`src/nth_pkg.sv`:
```
package nth_pkg;
    // ****************************************
    // header layout
    // ****************************************
    localparam int HDR_BASE_BYTES = 10;
    localparam int HDR_NUMBUF_BYTES = 2;
    localparam int HDR_HASH_BYTES = 2;
    localparam int FLAG_NEEDS_CSUM = 0;
    localparam int FLAG_DATA_VALID = 1;
    localparam int FLAG_RSC_INFO = 2;
    localparam logic [7:0] GSO_ECN_MASK = 8'h80;
    localparam logic [6:0] GSO_NONE = 7'h00;
    localparam logic [6:0] GSO_TCPV4 = 7'h01;
    localparam logic [6:0] GSO_UDP = 7'h03;
    localparam logic [6:0] GSO_TCPV6 = 7'h04;
    localparam logic [6:0] GSO_UDP_L4 = 7'h05;
    localparam logic [15:0] PLAIN_FRAME_MAX = 16'h05ea;
    localparam int FIFO_DEPTH = 8;

    // ****************************************
    // types
    // ****************************************
    typedef struct packed {
        logic [7:0] flags;
        logic [7:0] gso_type;
        logic [15:0] hdr_len;
        logic [15:0] gso_size;
        logic [15:0] csum_start;
        logic [15:0] csum_offset;
    } nth_hdr_t;

    typedef struct packed {
        logic legacy;
        logic big_endian;
        logic mrg_rxbuf;
        logic hash_report;
        logic host_ecn;
        logic guest_hdrlen;
    } nth_cfg_t;

    typedef struct packed {
        logic csum_en;
        logic [15:0] csum_start;
        logic [15:0] csum_pos;
        logic seg_en;
        logic [6:0] seg_kind;
        logic ecn;
        logic [15:0] seg_size;
        logic [15:0] seg_hdr_len;
        logic hdr_len_exact;
        logic [15:0] pkt_len;
    } nth_desc_t;

    typedef enum logic [1:0] {
        ST_HDR = 2'b00,
        ST_BODY = 2'b01,
        ST_EMIT = 2'b11
    } nth_state_t;
endpackage

```
`src/nth_fifo.sv`:
```
`timescale 1ns/1ps
module nth_fifo #(
    parameter int WIDTH = 8,
    parameter int DEPTH = 8
) (
    input wire logic sys_clk,
    input wire logic rst,
    input wire logic [WIDTH-1:0] in_data,
    input wire logic in_valid,
    output logic in_ready,
    output logic [WIDTH-1:0] out_data,
    output logic out_valid,
    input wire logic out_ready
);
    localparam int AW = $clog2(DEPTH);
    logic [WIDTH-1:0] mem [DEPTH];
    logic [AW-1:0] wr_reg, wr_next, rd_reg, rd_next;
    logic [AW:0] cnt_reg, cnt_next;
    logic push, pop;
    logic valid_reg, valid_next;

    assign push = in_valid && in_ready;
    assign pop = out_valid && out_ready;
    assign in_ready = cnt_reg != (AW+1)'(DEPTH);
    assign out_valid = valid_reg;
    assign out_data = mem[rd_reg];

    always_comb begin
        wr_next = push ? AW'(wr_reg + 1'b1) : wr_reg;
        rd_next = pop ? AW'(rd_reg + 1'b1) : rd_reg;
        cnt_next = cnt_reg;
        if (push && !pop) begin
            cnt_next = cnt_reg + 1'b1;
        end else if (pop && !push) begin
            cnt_next = cnt_reg - 1'b1;
        end
        valid_next = cnt_next != '0;
    end

    always_ff @(posedge sys_clk or posedge rst) begin
        if (rst) begin
            wr_reg <= '0;
            rd_reg <= '0;
            cnt_reg <= '0;
            valid_reg <= 1'b0;
        end else begin
            wr_reg <= wr_next;
            rd_reg <= rd_next;
            cnt_reg <= cnt_next;
            valid_reg <= valid_next;
        end
    end

    always_ff @(posedge sys_clk) begin
        if (push) begin
            mem[wr_reg] <= in_data;
        end
    end
endmodule

```
`src/nth_tx_header.sv`:
```
`timescale 1ns/1ps
// Notes on behaviour
// - flags and gso_type bytes, five le16 fields, optional hash word
// - legacy mode uses guest native byte order for multi-byte fields
// - legacy without merged buffers: no num_buffers, two bytes shorter
// - needs-csum: checksum from csum_start, stored csum_offset beyond it
// - segmentation accepts packets over 1514 bytes, split at gso_size
// - bit 0x80 of gso_type is the ecn marker with host ecn
// - unknown flag bits are ignored
// - without needs-csum, csum fields unused and checksum not trusted
// - hdr_len exact only with guest hdrlen and segmentation, else hint
module nth_tx_header (
    input wire logic sys_clk,
    input wire logic rst,
    input wire nth_pkg::nth_cfg_t cfg,
    input wire logic [7:0] in_byte,
    input wire logic in_valid,
    input wire logic in_last,
    output logic in_ready,
    output nth_pkg::nth_desc_t desc,
    output logic desc_valid,
    input wire logic desc_ready,
    output logic long_plain_err
);
    // ****************************************
    // header parse
    // ****************************************
    nth_pkg::nth_state_t st_reg, st_next;
    logic [4:0] idx_reg, idx_next;
    logic [79:0] raw_reg, raw_next;
    logic [15:0] len_reg, len_next;
    logic err_reg, err_next;
    nth_pkg::nth_desc_t d_next;
    nth_pkg::nth_hdr_t h;
    logic [4:0] hdr_bytes;
    logic fifo_in_ready;
    logic take;
    logic in_ready_reg, in_ready_next;

    function automatic logic [15:0] fld(input logic [15:0] w,
                                        input logic swap);
        fld = swap ? {w[7:0], w[15:8]} : {w[15:8], w[7:0]};
    endfunction

    always_comb begin
        hdr_bytes = 5'(nth_pkg::HDR_BASE_BYTES);
        if (!cfg.legacy || cfg.mrg_rxbuf) begin
            hdr_bytes = hdr_bytes + 5'(nth_pkg::HDR_NUMBUF_BYTES);
        end
        if (cfg.hash_report) begin
            hdr_bytes = hdr_bytes + 5'(nth_pkg::HDR_HASH_BYTES);
        end
    end

    always_comb begin
        logic sw;
        sw = cfg.legacy && cfg.big_endian;
        h.flags = raw_reg[7:0];
        h.gso_type = raw_reg[15:8];
        h.hdr_len = fld(raw_reg[31:16], sw);
        h.gso_size = fld(raw_reg[47:32], sw);
        h.csum_start = fld(raw_reg[63:48], sw);
        h.csum_offset = fld(raw_reg[79:64], sw);
    end

    assign take = in_valid && in_ready;
    assign in_ready = in_ready_reg;

    always_comb begin
        st_next = st_reg;
        idx_next = idx_reg;
        raw_next = raw_reg;
        len_next = len_reg;
        err_next = 1'b0;
        case (st_reg)
            nth_pkg::ST_HDR: begin
                if (take) begin
                    if (idx_reg < 5'(nth_pkg::HDR_BASE_BYTES)) begin
                        raw_next[idx_reg*8 +: 8] = in_byte;
                    end
                    idx_next = idx_reg + 1'b1;
                    len_next = '0;
                    if (in_last) begin
                        st_next = nth_pkg::ST_EMIT;
                    end else if (idx_reg == hdr_bytes - 1'b1) begin
                        st_next = nth_pkg::ST_BODY;
                    end
                end
            end
            nth_pkg::ST_BODY: begin
                if (take) begin
                    len_next = len_reg + 1'b1;
                    if (in_last) begin
                        st_next = nth_pkg::ST_EMIT;
                    end
                end
            end
            nth_pkg::ST_EMIT: begin
                if (fifo_in_ready) begin
                    st_next = nth_pkg::ST_HDR;
                    idx_next = '0;
                    raw_next = '0;
                    err_next = !d_next.seg_en &&
                               len_reg > nth_pkg::PLAIN_FRAME_MAX;
                end
            end
            default: begin
                st_next = nth_pkg::ST_HDR;
            end
        endcase
        in_ready_next = st_next != nth_pkg::ST_EMIT;
    end

    // ****************************************
    // descriptor build
    // ****************************************
    always_comb begin
        logic [6:0] kind;
        kind = h.gso_type[6:0];
        d_next.csum_en = h.flags[nth_pkg::FLAG_NEEDS_CSUM];
        // csum fields masked when not requested
        d_next.csum_start = d_next.csum_en ? h.csum_start : '0;
        d_next.csum_pos = d_next.csum_en ?
                          16'(h.csum_start + h.csum_offset) : '0;
        d_next.seg_en = kind == nth_pkg::GSO_TCPV4 ||
                        kind == nth_pkg::GSO_UDP ||
                        kind == nth_pkg::GSO_TCPV6 ||
                        kind == nth_pkg::GSO_UDP_L4;
        d_next.seg_kind = d_next.seg_en ? kind : nth_pkg::GSO_NONE;
        d_next.ecn = cfg.host_ecn &&
                     (h.gso_type & nth_pkg::GSO_ECN_MASK) != 8'h00;
        d_next.seg_size = d_next.seg_en ? h.gso_size : '0;
        d_next.seg_hdr_len = h.hdr_len;
        // exact only with guest hdrlen and segmentation
        d_next.hdr_len_exact = cfg.guest_hdrlen && d_next.seg_en;
        d_next.pkt_len = len_reg;
    end

    always_ff @(posedge sys_clk or posedge rst) begin
        if (rst) begin
            st_reg <= nth_pkg::ST_HDR;
            idx_reg <= '0;
            raw_reg <= '0;
            len_reg <= '0;
            err_reg <= 1'b0;
            in_ready_reg <= 1'b1;
        end else begin
            st_reg <= st_next;
            idx_reg <= idx_next;
            raw_reg <= raw_next;
            len_reg <= len_next;
            err_reg <= err_next;
            in_ready_reg <= in_ready_next;
        end
    end

    assign long_plain_err = err_reg;

    // ****************************************
    // output fifo
    // ****************************************
    nth_fifo #(
        .WIDTH($bits(nth_pkg::nth_desc_t)),
        .DEPTH(nth_pkg::FIFO_DEPTH)
    ) u_fifo (
        .sys_clk(sys_clk),
        .rst(rst),
        .in_data(d_next),
        .in_valid(st_reg == nth_pkg::ST_EMIT),
        .in_ready(fifo_in_ready),
        .out_data(desc),
        .out_valid(desc_valid),
        .out_ready(desc_ready)
    );

    // ****************************************
    // checks
    // ****************************************
    // no csum position without flag
    chk_csum_masked: assert property (@(posedge sys_clk) disable iff (rst)
        desc_valid && !desc.csum_en |-> desc.csum_pos == 16'h0000)
        else $error("csum fields leaked");
    chk_seg_plain: assert property (@(posedge sys_clk) disable iff (rst)
        desc_valid && !desc.seg_en |-> desc.seg_size == 16'h0000)
        else $error("seg size on plain packet");
    chk_hdr_exact: assert property (@(posedge sys_clk) disable iff (rst)
        desc_valid && desc.hdr_len_exact |-> desc.seg_en)
        else $error("hdr_len exact without seg");
    chk_ecn_gate: assert property (@(posedge sys_clk) disable iff (rst)
        !cfg.host_ecn |-> !d_next.ecn)
        else $error("ecn without host ecn");
    chk_hdr_size: assert property (@(posedge sys_clk) disable iff (rst)
        cfg.legacy && !cfg.mrg_rxbuf && !cfg.hash_report |->
        hdr_bytes == 5'd10)
        else $error("legacy header size wrong");
    chk_csum_pos: assert property (@(posedge sys_clk) disable iff (rst)
        d_next.csum_en |-> d_next.csum_pos ==
        16'(h.csum_start + h.csum_offset))
        else $error("csum position wrong");
    chk_emit_after: assert property (@(posedge sys_clk) disable iff (rst)
        take && in_last |=> st_reg == nth_pkg::ST_EMIT)
        else $error("no emit after last");
    chk_flag_ignore: assert property (@(posedge sys_clk) disable iff (rst)
        d_next.csum_en == h.flags[0])
        else $error("flag decode wrong");
    cov_seg: cover property (@(posedge sys_clk) desc_valid && desc.seg_en);
    cov_csum: cover property (@(posedge sys_clk) desc_valid && desc.csum_en);
    cov_full: cover property (@(posedge sys_clk) !fifo_in_ready);
    cov_err: cover property (@(posedge sys_clk) long_plain_err);
endmodule

```
`config.mk`:
```
export PLATFORM = sky130hd
export DESIGN_NAME = nth_tx_header
export DESIGN_NICKNAME = d
export VERILOG_FILES = /design/src/nth_pkg.sv /design/src/nth_fifo.sv /design/src/nth_tx_header.sv
export SDC_FILE = /design/constraint.sdc
export NUM_CORES = 1
export LEC_CHECK = 0
export BUFFER_PORTS_ARGS = -buffer_cell sky130_fd_sc_hd__buf_2
export CAP_MARGIN = 15
export CORE_MARGIN = 10
export CORE_UTILIZATION = 45
export CTS_BUF_LIST = sky130_fd_sc_hd__clkbuf_16
export DETAILED_ROUTE_END_ITERATION = 10
export REMOVE_ABC_BUFFERS = 1
export SYNTH_ARGS = -nofsm -noshare
export SYNTH_HDL_FRONTEND = slang
export SYNTH_SLANG_ARGS = --single-unit
```
`constraint.sdc`:
```
create_clock -name sys_clk -period 23.3 [get_ports sys_clk]
set_clock_uncertainty 0.2 [all_clocks]
set_input_delay 3.495 -clock sys_clk [delete_from_list [all_inputs] [get_ports sys_clk]]
set_output_delay 3.495 -clock sys_clk [all_outputs]
set_load 0.005 [all_outputs]
```
==> impl_metrics.tcl <==
set metrics [dict create \
    antenna_found_initial 5 \
    initial_core_util_pct 45.61 \
    drive_above_1_share_pct 26.81 \
    clock-root-buffer "sky130_fd_sc_hd__clkbuf_16" \
    num-nets-final 2092 \
    startpoint_class_of_the_critical_path "register" \
    wire_per_inst_um 24.75 \
    layout.cells.non_filler 3081 \
    die_x_um 295.2 \
    criticalPathCategory "register to primary output" \
    layout_setup_ws_ns 15.90 \
    detailedRoute.firstPassIterationCount 5 \
    core_sq_um 74700 \
    cp_data_arrival_time_ns 3.71 \
    filler_cell_count 5990 \
    run_status "finished clean" \
    worst_ir_drop_vdd_mv 0.1003 \
    timing.critical_path.to_type "primary output" \
    total_power_mw 4.124 \
    cts.reportedPaths.clkPinSlew_ns 0.06 \
    synth_cell_types 76 \
    post_synth_instance_area_sq_um 34070 \
    flow.area_growth_from_synthesis_pct 13.18 \
    drtIter0Drc 1521 \
    antenna_violating_nets_post_route 0 \
    power.share.sequential_pct 44.9 \
    power.internal_mw 2.946 \
    finalSetupViolations 0 \
    die-height_um 295.2 \
    post-place-ws_ns 16.22 \
    ctsLongestPathBuffers 3 \
    grtUsageTotal_pct 17.60 \
    tightestPinTransition_ns 1.189 \
    synth_ff_type "sky130_fd_sc_hd__edfxtp_1" \
    share_comb_of_total_power_pct 24.1 \
    crit_chain "buf_4, buf_16, mux4_2, mux2_2, buf_2" \
    holdWs_ns 0.2817 \
    max-cap-violations 0 \
    postLayoutCoreUtil_pct 51.63 \
    critical-path-max-stage-delay_ns 1.20 \
    h-tree-depth 3 \
    avgSynthCellArea_sq_um 18.19 \
    clock_power_share_pct 30.9 \
    cp_slowest_cell "sky130_fd_sc_hd__dfrtp_4" \
    io_pins 113 \
    largest_register_ffs 728 \
    grt_start_max_net_pins 117 \
    hold_viol 0 \
    crit_required_ns 19.61 \
    switchingPower_mw 1.178 \
    dpl-instance-area_sq_um 35900 \
    cts.repair_timing.setup_buffer_count 0 \
    final.period_utilization_pct 31.77 \
    cts_num_sinks 837 \
    hpwlAfterDp_mm 44.08 \
    post-route-cell-area_sq_um 38560 \
    global_route_wire_length_before_repair_mm 115.8 \
    rsz0062_at_grt "false" \
    port_buffers 112 \
    gpl_congestion 0.8464 \
    clk-insertion-delay-late_ns 0.63 \
    crit_fanout 63 \
    maxSlewViolCount 0 \
    cts_resized 0 \
    gr-total-overflow 0 \
    tritoncts "done" \
    async_reset_ff_share_pct 13.02 \
    via_per_inst 5.716 \
    slew-limit-headroom_pct 20.72 \
    final_period_minus_worst_setup_slack_ns 7.402 \
    max_freq_mhz 135.1 \
    power_per_cell_area_nw_per_um2 106.9 \
    holdBufCountCts 0 \
    setup_tns_ns 0 \
    wirelength_mm 76.24 \
    detail_route.drc_violations 0 \
    leakage_nw 13.26 \
    numCtsBuffers 84 \
    fp-row-count 100 \
    number_of_global_route_vias_before_repair 18570 \
    switching_share_pct 28.57 \
    synth_edf_count 728 \
    place_inst 2926 \
    synth.yosys.seq_area_share_pct 72.17 \
    holdCritPathClass "register to register" \
    yosys_warnings 0 \
    vias 17610 \
    die-area_sq_um 87120 \
    syn-instance-count 1873 \
    yosys_register_bits 837 \
]
-- cell usage in the layout (no fill, tap or decap), types with 32 or more instances in the layout --
| cell | synthesis | final |
|---|---|---|
| sky130_fd_sc_hd__a21oi_1 | 45 | 45 |
| sky130_fd_sc_hd__buf_2 | 26 | 112 |
| sky130_fd_sc_hd__buf_4 | 1 | 33 |
| sky130_fd_sc_hd__clkbuf_16 | 0 | 85 |
| sky130_fd_sc_hd__conb_1 | 1 | 32 |
| sky130_fd_sc_hd__dfrtp_1 | 108 | 105 |
| sky130_fd_sc_hd__edfxtp_1 | 728 | 728 |
| sky130_fd_sc_hd__inv_1 | 20 | 39 |
| sky130_fd_sc_hd__mux2_2 | 94 | 94 |
| sky130_fd_sc_hd__mux4_2 | 182 | 182 |
| sky130_fd_sc_hd__nand2_1 | 254 | 253 |
| sky130_fd_sc_hd__nor2_1 | 35 | 34 |
-- power groups by stage --
stage / Clock (mW) / Combinational (mW) / Sequential (mW)
floorplan: 0 / 0.713 / 1.94
global placement: 0 / 1.02 / 1.88
detailed placement: 0 / 1.02 / 1.89
CTS: 1.31 / 1.03 / 1.85
global route: 1.37 / 1.09 / 1.87
finish: 1.28 / 0.995 / 1.85
-- layout make-up --
| class | instances | area (sq um) | area share [%] |
|---|---|---|---|
| well taps | 969 | 1212 | 3.144 |
| inverters | 20 | 77.57 | 0.2012 |
| clock buffers | 85 | 2127 | 5.516 |
| flip-flops and latches | 837 | 24600 | 63.79 |
| repair buffers | 148 | 883.3 | 2.291 |
| multi-input cells | 954 | 9185 | 23.82 |
| clock inverters | 67 | 474.2 | 1.230 |
| diodes | 1 | 2.502 | 0.006489 |
-- worst max-delay path: cells and delay by family, from the launching register on --
family                 cells  cell delay, ns
flip-flops                 1            1.20
multiplexers               2            0.67
buffers and inverters      3            1.10
-- cell usage after synthesis, drive strengths merged (3+ instances only) --
master     n  area (sq um)
xor2      15         131.4
mux2      94          1059
nor2b      7         43.79
o21bai     4         30.03
nand4      9         62.56
o21ai     30         150.1
ha        27         337.8
a21oi     45         225.2
mux2i     13         130.1
o2bb2ai   24         210.2
nand3b     3         22.52
o21a       4         30.03
nor4b      3         26.28
edfxtp   728         21860
nand2    254         953.4
a21o       5         37.54
o22ai      3         18.77
mux4     182          4099
nor4       7         50.05
nor3b      5         42.54
dfrtp    108          2703
a22o      20         175.2
a31oi      6         43.79
buf       34         178.9
nor3      12         60.06
a32o       9         90.09
nand2b     7         43.79
and4       4         35.03
xnor2     15         131.4
and2      11         68.82
nor2      37         148.9
nand3     16         80.08
o31ai     11         82.58
clkbuf    59         222.7
and3       9         61.31
inv       20         75.07
-- kinds of logic after synthesis --
logic type	after synthesis	synth area share (%)
muxes	289	15.52
other	1	0.01101
adders and majority gates	30	1.109
buffers and inverters	113	1.399
DFF	837	72.17
AOI/OAI and AO/OA	180	3.805
and+or+nand+nor	393	5.215
xor gates and xnor gates	30	0.7712
-- worst paths after layout --
| check | startpoint | endpoint | slack [ns] | depth (start not counted) |
|---|---|---|---|---|
| hold reg to reg | raw_reg[11] | raw_reg[11] | 0.28 | 2 |
| setup / recovery | u_fifo.rd_reg[1] | desc[83] | 15.90 | 5 |
| setup reg to reg | u_fifo.cnt_reg[0] | u_fifo.mem[6][47] | 19.76 | 8 |
| min in group asynchronous | rst | len_reg[10] | 2.67 | 2 |
| hold / removal | raw_reg[11] | raw_reg[11] | 0.28 | 2 |
| max in group asynchronous | rst | raw_reg[42] | 19.20 | 4 |
-- metal layers --
metal | global-route usage [%] | wire (um) | up-vias
met5 | 0 | 52 | -
met4 | 5.077 | 1610 | 8
met3 | 2.625 | 3263 | 110
met2 | 29.77 | 38330 | 398
met1 | 23.46 | 32990 | 9343
li1 | - | - | 7751
No activity file was read; power rests on OpenSTA's default activity.
